==> src/int_ep_regs.svh <==
// Purpose: Offsets, field positions and reset values of the interrupt
//          endpoint registers.
// Assumes: Included by its bare name; definitions only.
// Notes:   Read and write addresses differ for every register.
`ifndef INT_EP_REGS_SVH
`define INT_EP_REGS_SVH

// Read addresses
`define CTRL_RD_ADDR 8'hf8
`define TGL_RD_ADDR 8'hf9
`define SCR_RD_ADDR 8'hfa
// Write addresses
`define CTRL_WR_ADDR 8'h78
`define TGL_WR_ADDR 8'h79
`define SCR_WR_ADDR 8'h7a

// Control register fields
`define CTRL_CFG_BIT 0
`define CTRL_STALL_BIT 1
`define CTRL_FIX_LSB 2
`define CTRL_FIX_MSB 6
`define CTRL_MODE_BIT 7
// D6..D2: zero, transfer type 11b, endpoint address 3h
`define CTRL_FIX_VAL 5'h0f

// Toggle register field
`define TGL_SEQ_BIT 0

// Scratch register width and reset values
`define SCR_MSB 6
`define CTRL_RST 3'h0
`define SEQ_RST 1'h0
`define UNMAPPED_RD 8'h00
`define STROBE_IDLE 3'h7

`endif

==> src/int_ep_pkg.sv <==
// Purpose: Types shared by the interrupt endpoint logic.
// Assumes: Constants live in int_ep_regs.svh.
// Notes:   Structs group the control settings, the host bus and the engine answer.
package int_ep_pkg;

   // Settings software writes into the control register
   typedef struct packed {
      logic toggle_mode; // 0 normal, 1 rate feedback
      logic stall;
      logic cfg;
   } ctrl_s;

   // Host bus pins as seen after synchronisation
   typedef struct packed {
      logic cs_n;
      logic rd_n;
      logic wr_n;
      logic [7:0] addr;
      logic [7:0] data;
   } host_bus_s;

   // Handshake answer toward the serial engine
   typedef struct packed {
      logic respond;
      logic stall;
      logic data;
      logic pid_data1;
   } usb_answer_s;

endpackage : int_ep_pkg

==> src/int_ep_ctrl.sv <==
// Purpose: Registers and handshake control of the interrupt IN endpoint.
// Assumes: Host bus pins are asynchronous; engine events share clk.
// Notes:   Writes take effect on the rising edge of the write strobe.
//          Pins reach the logic two clocks late; a write lands about
//          three clocks after the strobe rises, so hold reads five.
//          Scratch bits have no reset and stay as last written.
//          Bus reset clears control and sequence, not scratch.
//          Only the address-separate bus is served; no address latch.
//
// Notes on behaviour
// - Disabled endpoint ignores IN tokens and host ACK; rate feedback still toggles PID on packet ready
// - Stall bit answers IN with STALL
// - Type and address bits fixed, writes dropped
// - Normal mode toggles PID on host ACK
// - Rate feedback toggles PID on packet ready
// - Writing one resets sequence to DATA0
// - Upper seven toggle bits read zero
// - Scratch register is storage only
// - Scratch top bit zero, rest unreset
`include "int_ep_regs.svh"

module int_ep_ctrl
   import int_ep_pkg::*;
(
   input wire logic clk,
   input wire logic rst_n,
   input wire logic cs_n,
   input wire logic rd_n,
   input wire logic wr_n,
   input wire logic [7:0] addr,
   input wire logic [7:0] data_i,
   output logic [7:0] data_o,
   output logic data_oe,
   input wire logic usb_bus_reset,
   input wire logic in_token,
   input wire logic host_ack,
   input wire logic pkt_ready,
   output usb_answer_s answer
);

   host_bus_s bus_s;
   host_bus_s bus_prev_q;
   host_bus_s bus_prev_d;
   ctrl_s ctrl_q;
   ctrl_s ctrl_d;
   logic seq_q;
   logic seq_d;
   logic [`SCR_MSB:0] scr_q;
   logic [`SCR_MSB:0] scr_d;
   logic [7:0] rd_data_q;
   logic [7:0] rd_data_d;
   logic wr_strobe;
   logic rd_active;
   logic toggle_evt;
   logic wr_ctrl;
   logic wr_tgl;
   logic wr_scr;
   logic rd_ctrl;
   logic rd_tgl;
   logic rd_scr;

   // Address match shared by read and write decode
   function automatic logic hit(input logic [7:0] a, input logic [7:0] off);
      hit = (a == off);
   endfunction : hit

   // Control read word: mode, fixed type and address, stall, enable
   function automatic logic [7:0] ctrl_word(input ctrl_s c);
      ctrl_word = {c.toggle_mode, `CTRL_FIX_VAL, c.stall, c.cfg};
   endfunction : ctrl_word

   // Pins cross into clk before any logic looks at them
   pin_sync #(
      .WIDTH(19),
      .RST_VAL({`STROBE_IDLE, 16'h0000})
   ) u_sync (
      .clk(clk),
      .rst_n(rst_n),
      .async_i({cs_n, rd_n, wr_n, addr, data_i}),
      .sync_o(bus_s)
   );

   // Write commits when the strobe rises; address and data are taken
   // from the previous cycle, when they were still held by the master
   assign wr_strobe = bus_s.wr_n && !bus_prev_q.wr_n && !bus_prev_q.cs_n;
   assign rd_active = !bus_s.cs_n && !bus_s.rd_n;
   assign data_oe = rd_active;
   assign data_o = rd_data_q;

   // Write decode on the sample held while the strobe was still low
   assign wr_ctrl = wr_strobe && hit(bus_prev_q.addr, `CTRL_WR_ADDR);
   assign wr_tgl = wr_strobe && hit(bus_prev_q.addr, `TGL_WR_ADDR);
   assign wr_scr = wr_strobe && hit(bus_prev_q.addr, `SCR_WR_ADDR);

   // Read decode on the current synced address
   assign rd_ctrl = hit(bus_s.addr, `CTRL_RD_ADDR);
   assign rd_tgl = hit(bus_s.addr, `TGL_RD_ADDR);
   assign rd_scr = hit(bus_s.addr, `SCR_RD_ADDR);

   always_comb begin
      if (ctrl_q.toggle_mode) begin
         toggle_evt = pkt_ready;
      end else begin
         toggle_evt = host_ack && ctrl_q.cfg && !ctrl_q.stall;
      end
   end

   // Previous synced sample, kept to find the strobe edge
   always_comb begin
      bus_prev_d = bus_s;
   end

   // Strobes leave reset idle, so no false edge follows reset
   always_ff @(posedge clk or negedge rst_n) begin
      if (!rst_n) begin
         bus_prev_q <= {`STROBE_IDLE, 16'h0000};
      end else begin
         bus_prev_q <= bus_prev_d;
      end
   end

   // Next control settings; bus reset overrides a write
   always_comb begin
      ctrl_d = ctrl_q;
      if (wr_ctrl) begin
         ctrl_d.cfg = bus_prev_q.data[`CTRL_CFG_BIT];
         ctrl_d.stall = bus_prev_q.data[`CTRL_STALL_BIT];
         ctrl_d.toggle_mode = bus_prev_q.data[`CTRL_MODE_BIT];
      end
      if (usb_bus_reset) begin
         ctrl_d = `CTRL_RST;
      end
   end

   // Control settings with defined reset
   always_ff @(posedge clk or negedge rst_n) begin
      if (!rst_n) begin
         ctrl_q <= `CTRL_RST;
      end else begin
         ctrl_q <= ctrl_d;
      end
   end

   // Next sequence state
   always_comb begin
      seq_d = toggle_evt ? !seq_q : seq_q;
      if (wr_tgl && bus_prev_q.data[`TGL_SEQ_BIT]) begin
         seq_d = `SEQ_RST; // Init beats a toggle in the same cycle
      end
      if (usb_bus_reset) begin
         seq_d = `SEQ_RST;
      end
   end

   // Sequence bit, zero selects DATA0
   always_ff @(posedge clk or negedge rst_n) begin
      if (!rst_n) begin
         seq_q <= `SEQ_RST;
      end else begin
         seq_q <= seq_d;
      end
   end

   // Next scratch value; bus reset leaves it alone
   always_comb begin
      scr_d = scr_q;
      if (wr_scr) begin
         scr_d = bus_prev_q.data[`SCR_MSB:0];
      end
   end

   // Read mux, registered so the data pins never glitch
   always_comb begin
      rd_data_d = rd_data_q;
      if (rd_active) begin
         if (rd_ctrl) begin
            rd_data_d = ctrl_word(ctrl_q);
         end else if (rd_tgl) begin
            rd_data_d = {7'h00, seq_q};
         end else if (rd_scr) begin
            rd_data_d = {1'h0, scr_q};
         end else begin
            rd_data_d = `UNMAPPED_RD;
         end
      end
   end

   // Answer toward the serial engine for an IN token
   always_comb begin
      answer = '0;
      if (in_token && ctrl_q.cfg) begin
         answer.respond = 1'b1;
         answer.stall = ctrl_q.stall;
         answer.data = !ctrl_q.stall;
         answer.pid_data1 = seq_q;
      end
   end

   // Read data register, cleared in reset so the pins start low
   always_ff @(posedge clk or negedge rst_n) begin
      if (!rst_n) begin
         rd_data_q <= `UNMAPPED_RD;
      end else begin
         rd_data_q <= rd_data_d;
      end
   end

   // Scratch bits have no reset value by design
   always_ff @(posedge clk) begin
      scr_q <= scr_d;
   end

endmodule : int_ep_ctrl

==> src/pin_sync.sv <==
// Purpose: Two flip-flop synchroniser for asynchronous pins.
// Assumes: Reset value is a constant parameter.
// Notes:   First stage feeds only the second stage.
module pin_sync #(
   parameter int WIDTH = 19,
   parameter logic [WIDTH-1:0] RST_VAL = '0
) (
   input wire logic clk,
   input wire logic rst_n,
   input wire logic [WIDTH-1:0] async_i,
   output logic [WIDTH-1:0] sync_o
);

   logic [WIDTH-1:0] meta_q;
   logic [WIDTH-1:0] meta_d;
   logic [WIDTH-1:0] sync_q;
   logic [WIDTH-1:0] sync_d;

   // Next values of both stages
   always_comb begin
      meta_d = async_i;
      sync_d = meta_q;
   end

   // Stages registered
   always_ff @(posedge clk or negedge rst_n) begin
      if (!rst_n) begin
         meta_q <= RST_VAL;
         sync_q <= RST_VAL;
      end else begin
         meta_q <= meta_d;
         sync_q <= sync_d;
      end
   end

   assign sync_o = sync_q;

endmodule : pin_sync

==> config.mk <==
export PLATFORM = sky130hd
export DESIGN_NAME = int_ep_ctrl
export DESIGN_NICKNAME = d
export VERILOG_FILES = /design/src/int_ep_pkg.sv /design/src/int_ep_ctrl.sv /design/src/pin_sync.sv
export VERILOG_INCLUDE_DIRS = /design/src
export SDC_FILE = /design/constraint.sdc
export NUM_CORES = 1
export LEC_CHECK = 0
export BUFFER_PORTS_ARGS = -buffer_cell sky130_fd_sc_hd__buf_2
export CAP_MARGIN = 20
export CELL_PAD_IN_SITES_DETAIL_PLACEMENT = 1
export CELL_PAD_IN_SITES_GLOBAL_PLACEMENT = 1
export CORE_ASPECT_RATIO = 0.6
export CORE_MARGIN = 1.5
export CORE_UTILIZATION = 49
export DETAILED_ROUTE_END_ITERATION = 7
export GPL_TIMING_DRIVEN = 0
export PLACE_DENSITY = 0.9
export SLEW_MARGIN = 20
export SYNTH_ARGS = -nofsm -noshare
export SYNTH_HDL_FRONTEND = slang
export SYNTH_HIERARCHICAL = 1
export SYNTH_SLANG_ARGS = --single-unit
==> constraint.sdc <==
create_clock -name clk -period 4.5 [get_ports clk]
set_input_delay 0.9 -clock clk [delete_from_list [all_inputs] [get_ports clk]]
set_output_delay 0.9 -clock clk [all_outputs]
set_load 0.05 [all_outputs]
==> flow_summary.ini, run 1 <==
[hold_path]
hp-class = flip-flop to flip-flop
min_from = u_sync/meta_q[7]$_DFF_PN0_

[routing]
drcViolationCount = 0
wl_met2_mm = 1.88
met3_length_um = 241
drtIter0Drc = 63
drtPass1Iterations = 4
wl_per_cell_um = 15.1
totalWireLength_mm = 3.84
routed.top_layer = met4
vias = 1225
ant_nets = 0
m1WireLength_mm = 1.68
via_per_inst = 4.82

[floorplan]
die_y_um = 56.3
fp-row-count = 19
io_pins = 38
dieArea_um2 = 5160
core_area_um2 = 4560
initial_core_util = 0.507
die_w_um = 91.8

[cts]
cts_buffers = 9
clockRootBuffer = clkbuf_8
holdBufCountCts = 0
post_cts_resized = 0
path_clk_slew_ns = 0.09
clockBufferDepth = 2
cts_tree = yes
clk_latency_ns = 0.34
htree_levels = 3
post_cts_buffers = 0
clock_sinks = 75

[timing]
rsz0062_at_grt = false
tightest_slew_ns = 0.872
tns_ns = 0
max-slew-margin-rel = 0.414
fin_crit_sh = 0.528
drv_slew = 0
setup_viol = 0
hold_viol = 0
fmax_mhz = 421
layout_min_cycle_time_ns = 2.37
finClkSkew_ns = 0.00957

[logic_synthesis]
synth_cell_types = 28
synth_seq_cells = 75
ys_warn_count = 6
syn_area_per_cell_um2 = 16.8
yosys.area.top_type = dfrtp_1
synth_fp_nets = 163
yosysSeqAreaShare = 0.830
synth_top_area_share = 0.648
synth_area_leaders = dfrtp_1 (65%), dfstp_2 (9.1%), edfxtp_1 (9.1%)
netlist_area_um2 = 2320
syn_inst = 138

[layout]
utilization = 0.611
final_nets = 211
drive_gt1_frac = 0.351
n_antenna_cell = 0
area_growth_pct = 20.4

[setup_path]
worstPathArrival_ns = 1.47
required_ns = 3.60
path_class = flip-flop to output pin
cp-end-kind = output pin
crit_start = u_sync/sync_o[17]$_DFF_PN1_
crit_path_start_kind = flip-flop
cp_max_fo = 7
r2r_start = u_sync/sync_o[16]$_DFF_PN1_

[global_routing]
grt_overflow = 0
grt_pass1_wl_mm = 6.46
antenna_found_initial = 0
track_usage = 0.174
grt_pass1_vias = 1379
grt_max_degree = 69

[run]
maxCapViolations = 0

[power]
clock_power_share = 0.393
comb_power_share = 0.030
power.internal_uw = 944
switching_power_uw = 305
powerDensity_nw_per_um2 = 448
vdd_drop_max_mv = 0.322
swShare = 0.244
p_leak_uw = 0.00127
seqPwrFrac = 0.577

[placement]
portBuffers = 37
place.gp.congestion = 0.770
dp_hpwl_mm = 2.65

[status]
outcome = completed
==> layout make-up <==
| cell class | count | area (um2) |
|---|---|---|
| multi-input combinational | 57 | 378 |
| clock inverter | 7 | 75.1 |
| inverter | 5 | 18.8 |
| sequential | 75 | 1920 |
| timing repair buffer | 37 | 188 |
| tap | 63 | 78.8 |
| fill | 448 | 1780 |
| clock buffer | 9 | 124 |
| buffer | 1 | 3.75 |
==> routing by layer <==
layer | up-vias | track usage
li1 | 568 | -
met3 | 3 | 0.0759
met2 | 43 | 0.283
met4 | 0 | 0.0593
met5 | - | 0
met1 | 611 | 0.213
==> Yosys cell counts <==
master	n
mux2i_1	5
and4_1	1
o21a_1	1
and3_1	1
o21ai_0	10
dfstp_2	8
or2_2	1
o31ai_1	1
dfrtp_1	60
nand3b_1	3
clkbuf_1	1
edfxtp_1	7
nor4b_4	1
nand4b_1	1
o41ai_1	1
a21oi_1	1
nor3_1	1
nor4_1	2
nand4bb_1	1
nor2b_1	1
a31o_2	1
nand2_1	10
or2b_2	1
nor2_1	3
inv_1	5
nand3_1	2
or3b_4	1
nand2b_1	7
==> final timing paths <==
check,to,slack [ns],depth (start not counted)
max,data_oe,2.13,3
min,u_sync/sync_o[7]$_DFF_PN0_,0.35,0
max reg2reg,scr_q[0]$_DFFE_PP_,2.44,2
min reg2reg,u_sync/sync_o[7]$_DFF_PN0_,0.35,0
max in group asynchronous,data_o[0]$_DFFE_PN0P_,3.35,1
min in group asynchronous,u_sync/meta_q[2]$_DFF_PN0_,0.64,1
==> state kept, by name, indices dropped and copies added, names as in the netlist <==
signal         cells
seq_q              1
u_sync/sync_o     19
ctrl_q             3
scr_q              7
bus_prev_q        18
u_sync/meta_q     19
data_o             8
==> worst max-delay path, stage by stage, from the launching register on <==
cell and delay, ns:
dfstp_2 0.37, or2_2 0.31, inv_1 0.16, buf_2 0.29
==> power by group through the flow <==
| stage | Sequential (uW) | Combinational (uW) | Clock, uW |
|---|---|---|---|
| after floorplan | 731 | 11.6 | 0 |
| after global routing | 724 | 42.7 | 535 |
| after global placement | 733 | 35.5 | 0 |
| final | 721 | 37.7 | 490 |
| after detailed placement | 735 | 38.5 | 0 |
| after CTS | 722 | 39.1 | 506 |
==> layout by cell type (no fill, tap or decap), types with 2 or more instances in the layout <==
cell type and n:
buf_2 36, clkbuf_8 9, dfrtp_1 60, dfstp_2 8
edfxtp_1 7, inv_1 5, inv_6 2, inv_8 3
mux2i_1 5, nand2_1 10, nand2b_1 7, nand3_1 2
nand3b_1 3, nor2_1 3, o21ai_0 10
==> cell families (layout without fill, tap and decap cells) <==
kind of cell / Yosys count / in the layout / synth area share
buffers and inverters: 6 / 59 / 0.00972
AOI/OAI and AO/OA: 15 / 15 / 0.0378
muxes: 5 / 5 / 0.0216
DFF: 75 / 75 / 0.830
and+or+nand+nor: 37 / 37 / 0.101
==> metrics by stage <==
step           hold WS [ns]  area (um2)  total power, uW  std cells  setup slack (ns)
6_report              0.351        2790             1250        254              2.13
5_1_grt               0.363        2790             1300        254              2.03
4_1_cts               0.354        2790             1270        254              2.09
3_5_place_dp          0.336        2590              774        238              2.16
3_3_place_gp          0.334        2580              768        238              2.11
2_1_floorplan         0.331        2320              743        138              1.98
(Power assumes the default switching activity.)
==> inputs of run 2 (changes only) <==
- CORE_UTILIZATION: 49 -> 45
- PLACE_DENSITY: 0.9 -> 0.84
- clock period: 4.5 -> 2.4 ns (I/O delays scaled with it)
==> flow_summary.ini, run 2 (same netlist as run 1, synthesis figures left out) <==
[timing]
timing.hold.ws_ns = 0.213
layout_min_cycle_time_ns = 2.05
setup_viol = 0
tightest_slew_ns = 0.856
max-slew-margin-rel = 0.425
finClkSkew_ns = 0.00617
tns_ns = 0
drv_slew = 0
hold_viol = 0
rsz0062_at_grt = false
fin_crit_sh = 0.854
fmax_mhz = 488

[setup_path]
rr_endpoint = scr_q[4]$_DFFE_PP_
cp_slowest_cell = nor4_2
crit_path_start_kind = flip-flop
max_stage_delay_ns = 0.73
r2r_cells = 2
worstPathArrival_ns = 2.03
cp_max_fo = 7
path_class = flip-flop to flip-flop
crit_start = u_sync/sync_o[16]$_DFF_PN1_
crit_chain = or3b_4, nor4_2
cp-end-kind = flip-flop
r2r_start = u_sync/sync_o[16]$_DFF_PN1_
rrSetupSlack_ns = 0.35
critPathCapture = scr_q[4]$_DFFE_PP_
required_ns = 2.38

[global_routing]
grt_pass1_vias = 1311
track_usage = 0.171
grt_pass1_wl_mm = 6.51
antenna_found_initial = 0
grt_overflow = 0
grt_max_degree = 69

[placement]
dp_hpwl_mm = 2.62
place.gp.congestion = 0.770
dpl-instance-area_um2 = 2590
dp_cells = 238
portBuffers = 37

[floorplan]
core_area_um2 = 4750
die_y_um = 58.6
die_w_um = 95.6
initial_core_util = 0.487
dieArea_um2 = 5600
fp-row-count = 19
io_pins = 38

[layout]
final_cells = 254
n_antenna_cell = 0
mostFrequentLayoutCell = dfrtp_1
final_cell_mix = dfrtp_1 (60), buf_2 (36), nand2_1 (10), o21ai_0 (10), clkbuf_8 (9)
final_nets = 211
utilization = 0.586
area_growth_pct = 20.2
fin_area_um2 = 2780
drive_gt1_frac = 0.346

[routing]
totalWireLength_mm = 3.80
vias = 1221
wl_per_cell_um = 15.0
drcViolationCount = 0
via_per_inst = 4.81
ant_nets = 0
drtIter0Drc = 26
drtPass1Iterations = 4

[cts]
clk_latency_ns = 0.35
post_cts_resized = 0
holdBufCountCts = 0
clockBufferDepth = 2
post_cts_buffers = 0
htree_levels = 3
clock_sinks = 75
clockRootBuffer = clkbuf_8
path_clk_slew_ns = 0.08
cts_buffers = 9
cts_tree = yes

[power]
vdd_drop_max_mv = 0.439
powerDensity_nw_per_um2 = 840
p_leak_uw = 0.00127

[status]
outcome = completed

[hold_path]
hp-class = primary input to asynchronous set/reset pin

[run]
maxCapViolations = 0
-- run 2: cell count changes in the layout (fill, tap and decap cells not counted), sizes merged --
| cell | before | now |
|---|---|---|
| clkbuf | 10 | 12 |
| inv | 10 | 8 |
-- run 2: worst max-delay path: cells and delay by family, from the launching register on --
kind	cells	cell delay, ns
flops	1	0.54
simple gates	2	1.14
-- run 2: routing by layer --
layer / GRT usage / routed length (um) / vias up
met5: 0 / 0 / -
met4: 0.0882 / 87 / 0
met3: 0.0866 / 257 / 8
met2: 0.251 / 1780 / 39
met1: 0.212 / 1680 / 605
li1: - / - / 569
-- run 2: worst min-delay path by stage --
| stage | endpoint | slack (ns) | cells after the start |
|---|---|---|---|
| 2_1_floorplan | bus_prev_q[0]$_DFF_PN0_ | 0.18 | 0 |
| 3_3_place_gp | u_sync/sync_o[7]$_DFF_PN0_ | 0.33 | 0 |
| 3_5_place_dp | bus_prev_q[7]$_DFF_PN0_ | 0.34 | 0 |
| 4_1_cts | u_sync/meta_q[18]$_DFF_PN1_ | 0.20 | 1 |
| 5_1_grt | u_sync/meta_q[18]$_DFF_PN1_ | 0.19 | 1 |
| 6_report | data_o[5]$_DFFE_PN0P_ | 0.21 | 1 |
-- run 2: final cells by class --
cell class                 count  area (um2)
buffer                         1        3.75
clock buffer                  11         153
clock inverter                 5        42.5
fill                         484        1970
inverter                       5        18.8
multi-input combinational     57         378
sequential                    75        1920
tap                           63        78.8
timing repair buffer          37         188
-- run 2: per-stage QoR --
stage | setup WS, ns | total power [uW]
final | 0.350 | 2340
after global routing | 0.269 | 2450
after CTS | 0.315 | 2380
after detailed placement | 0.342 | 1450
after global placement | 0.00504 | 1440
after floorplan | 0.312 | 1390
-- run 2: power breakdown --
group | total (uW) | switching, uW | internal [uW]
registers | 1350 | 19.1 | 1330
logic | 69.9 | 44.4 | 25.5
clock network | 918 | 467 | 451
total | 2340 | 530 | 1810
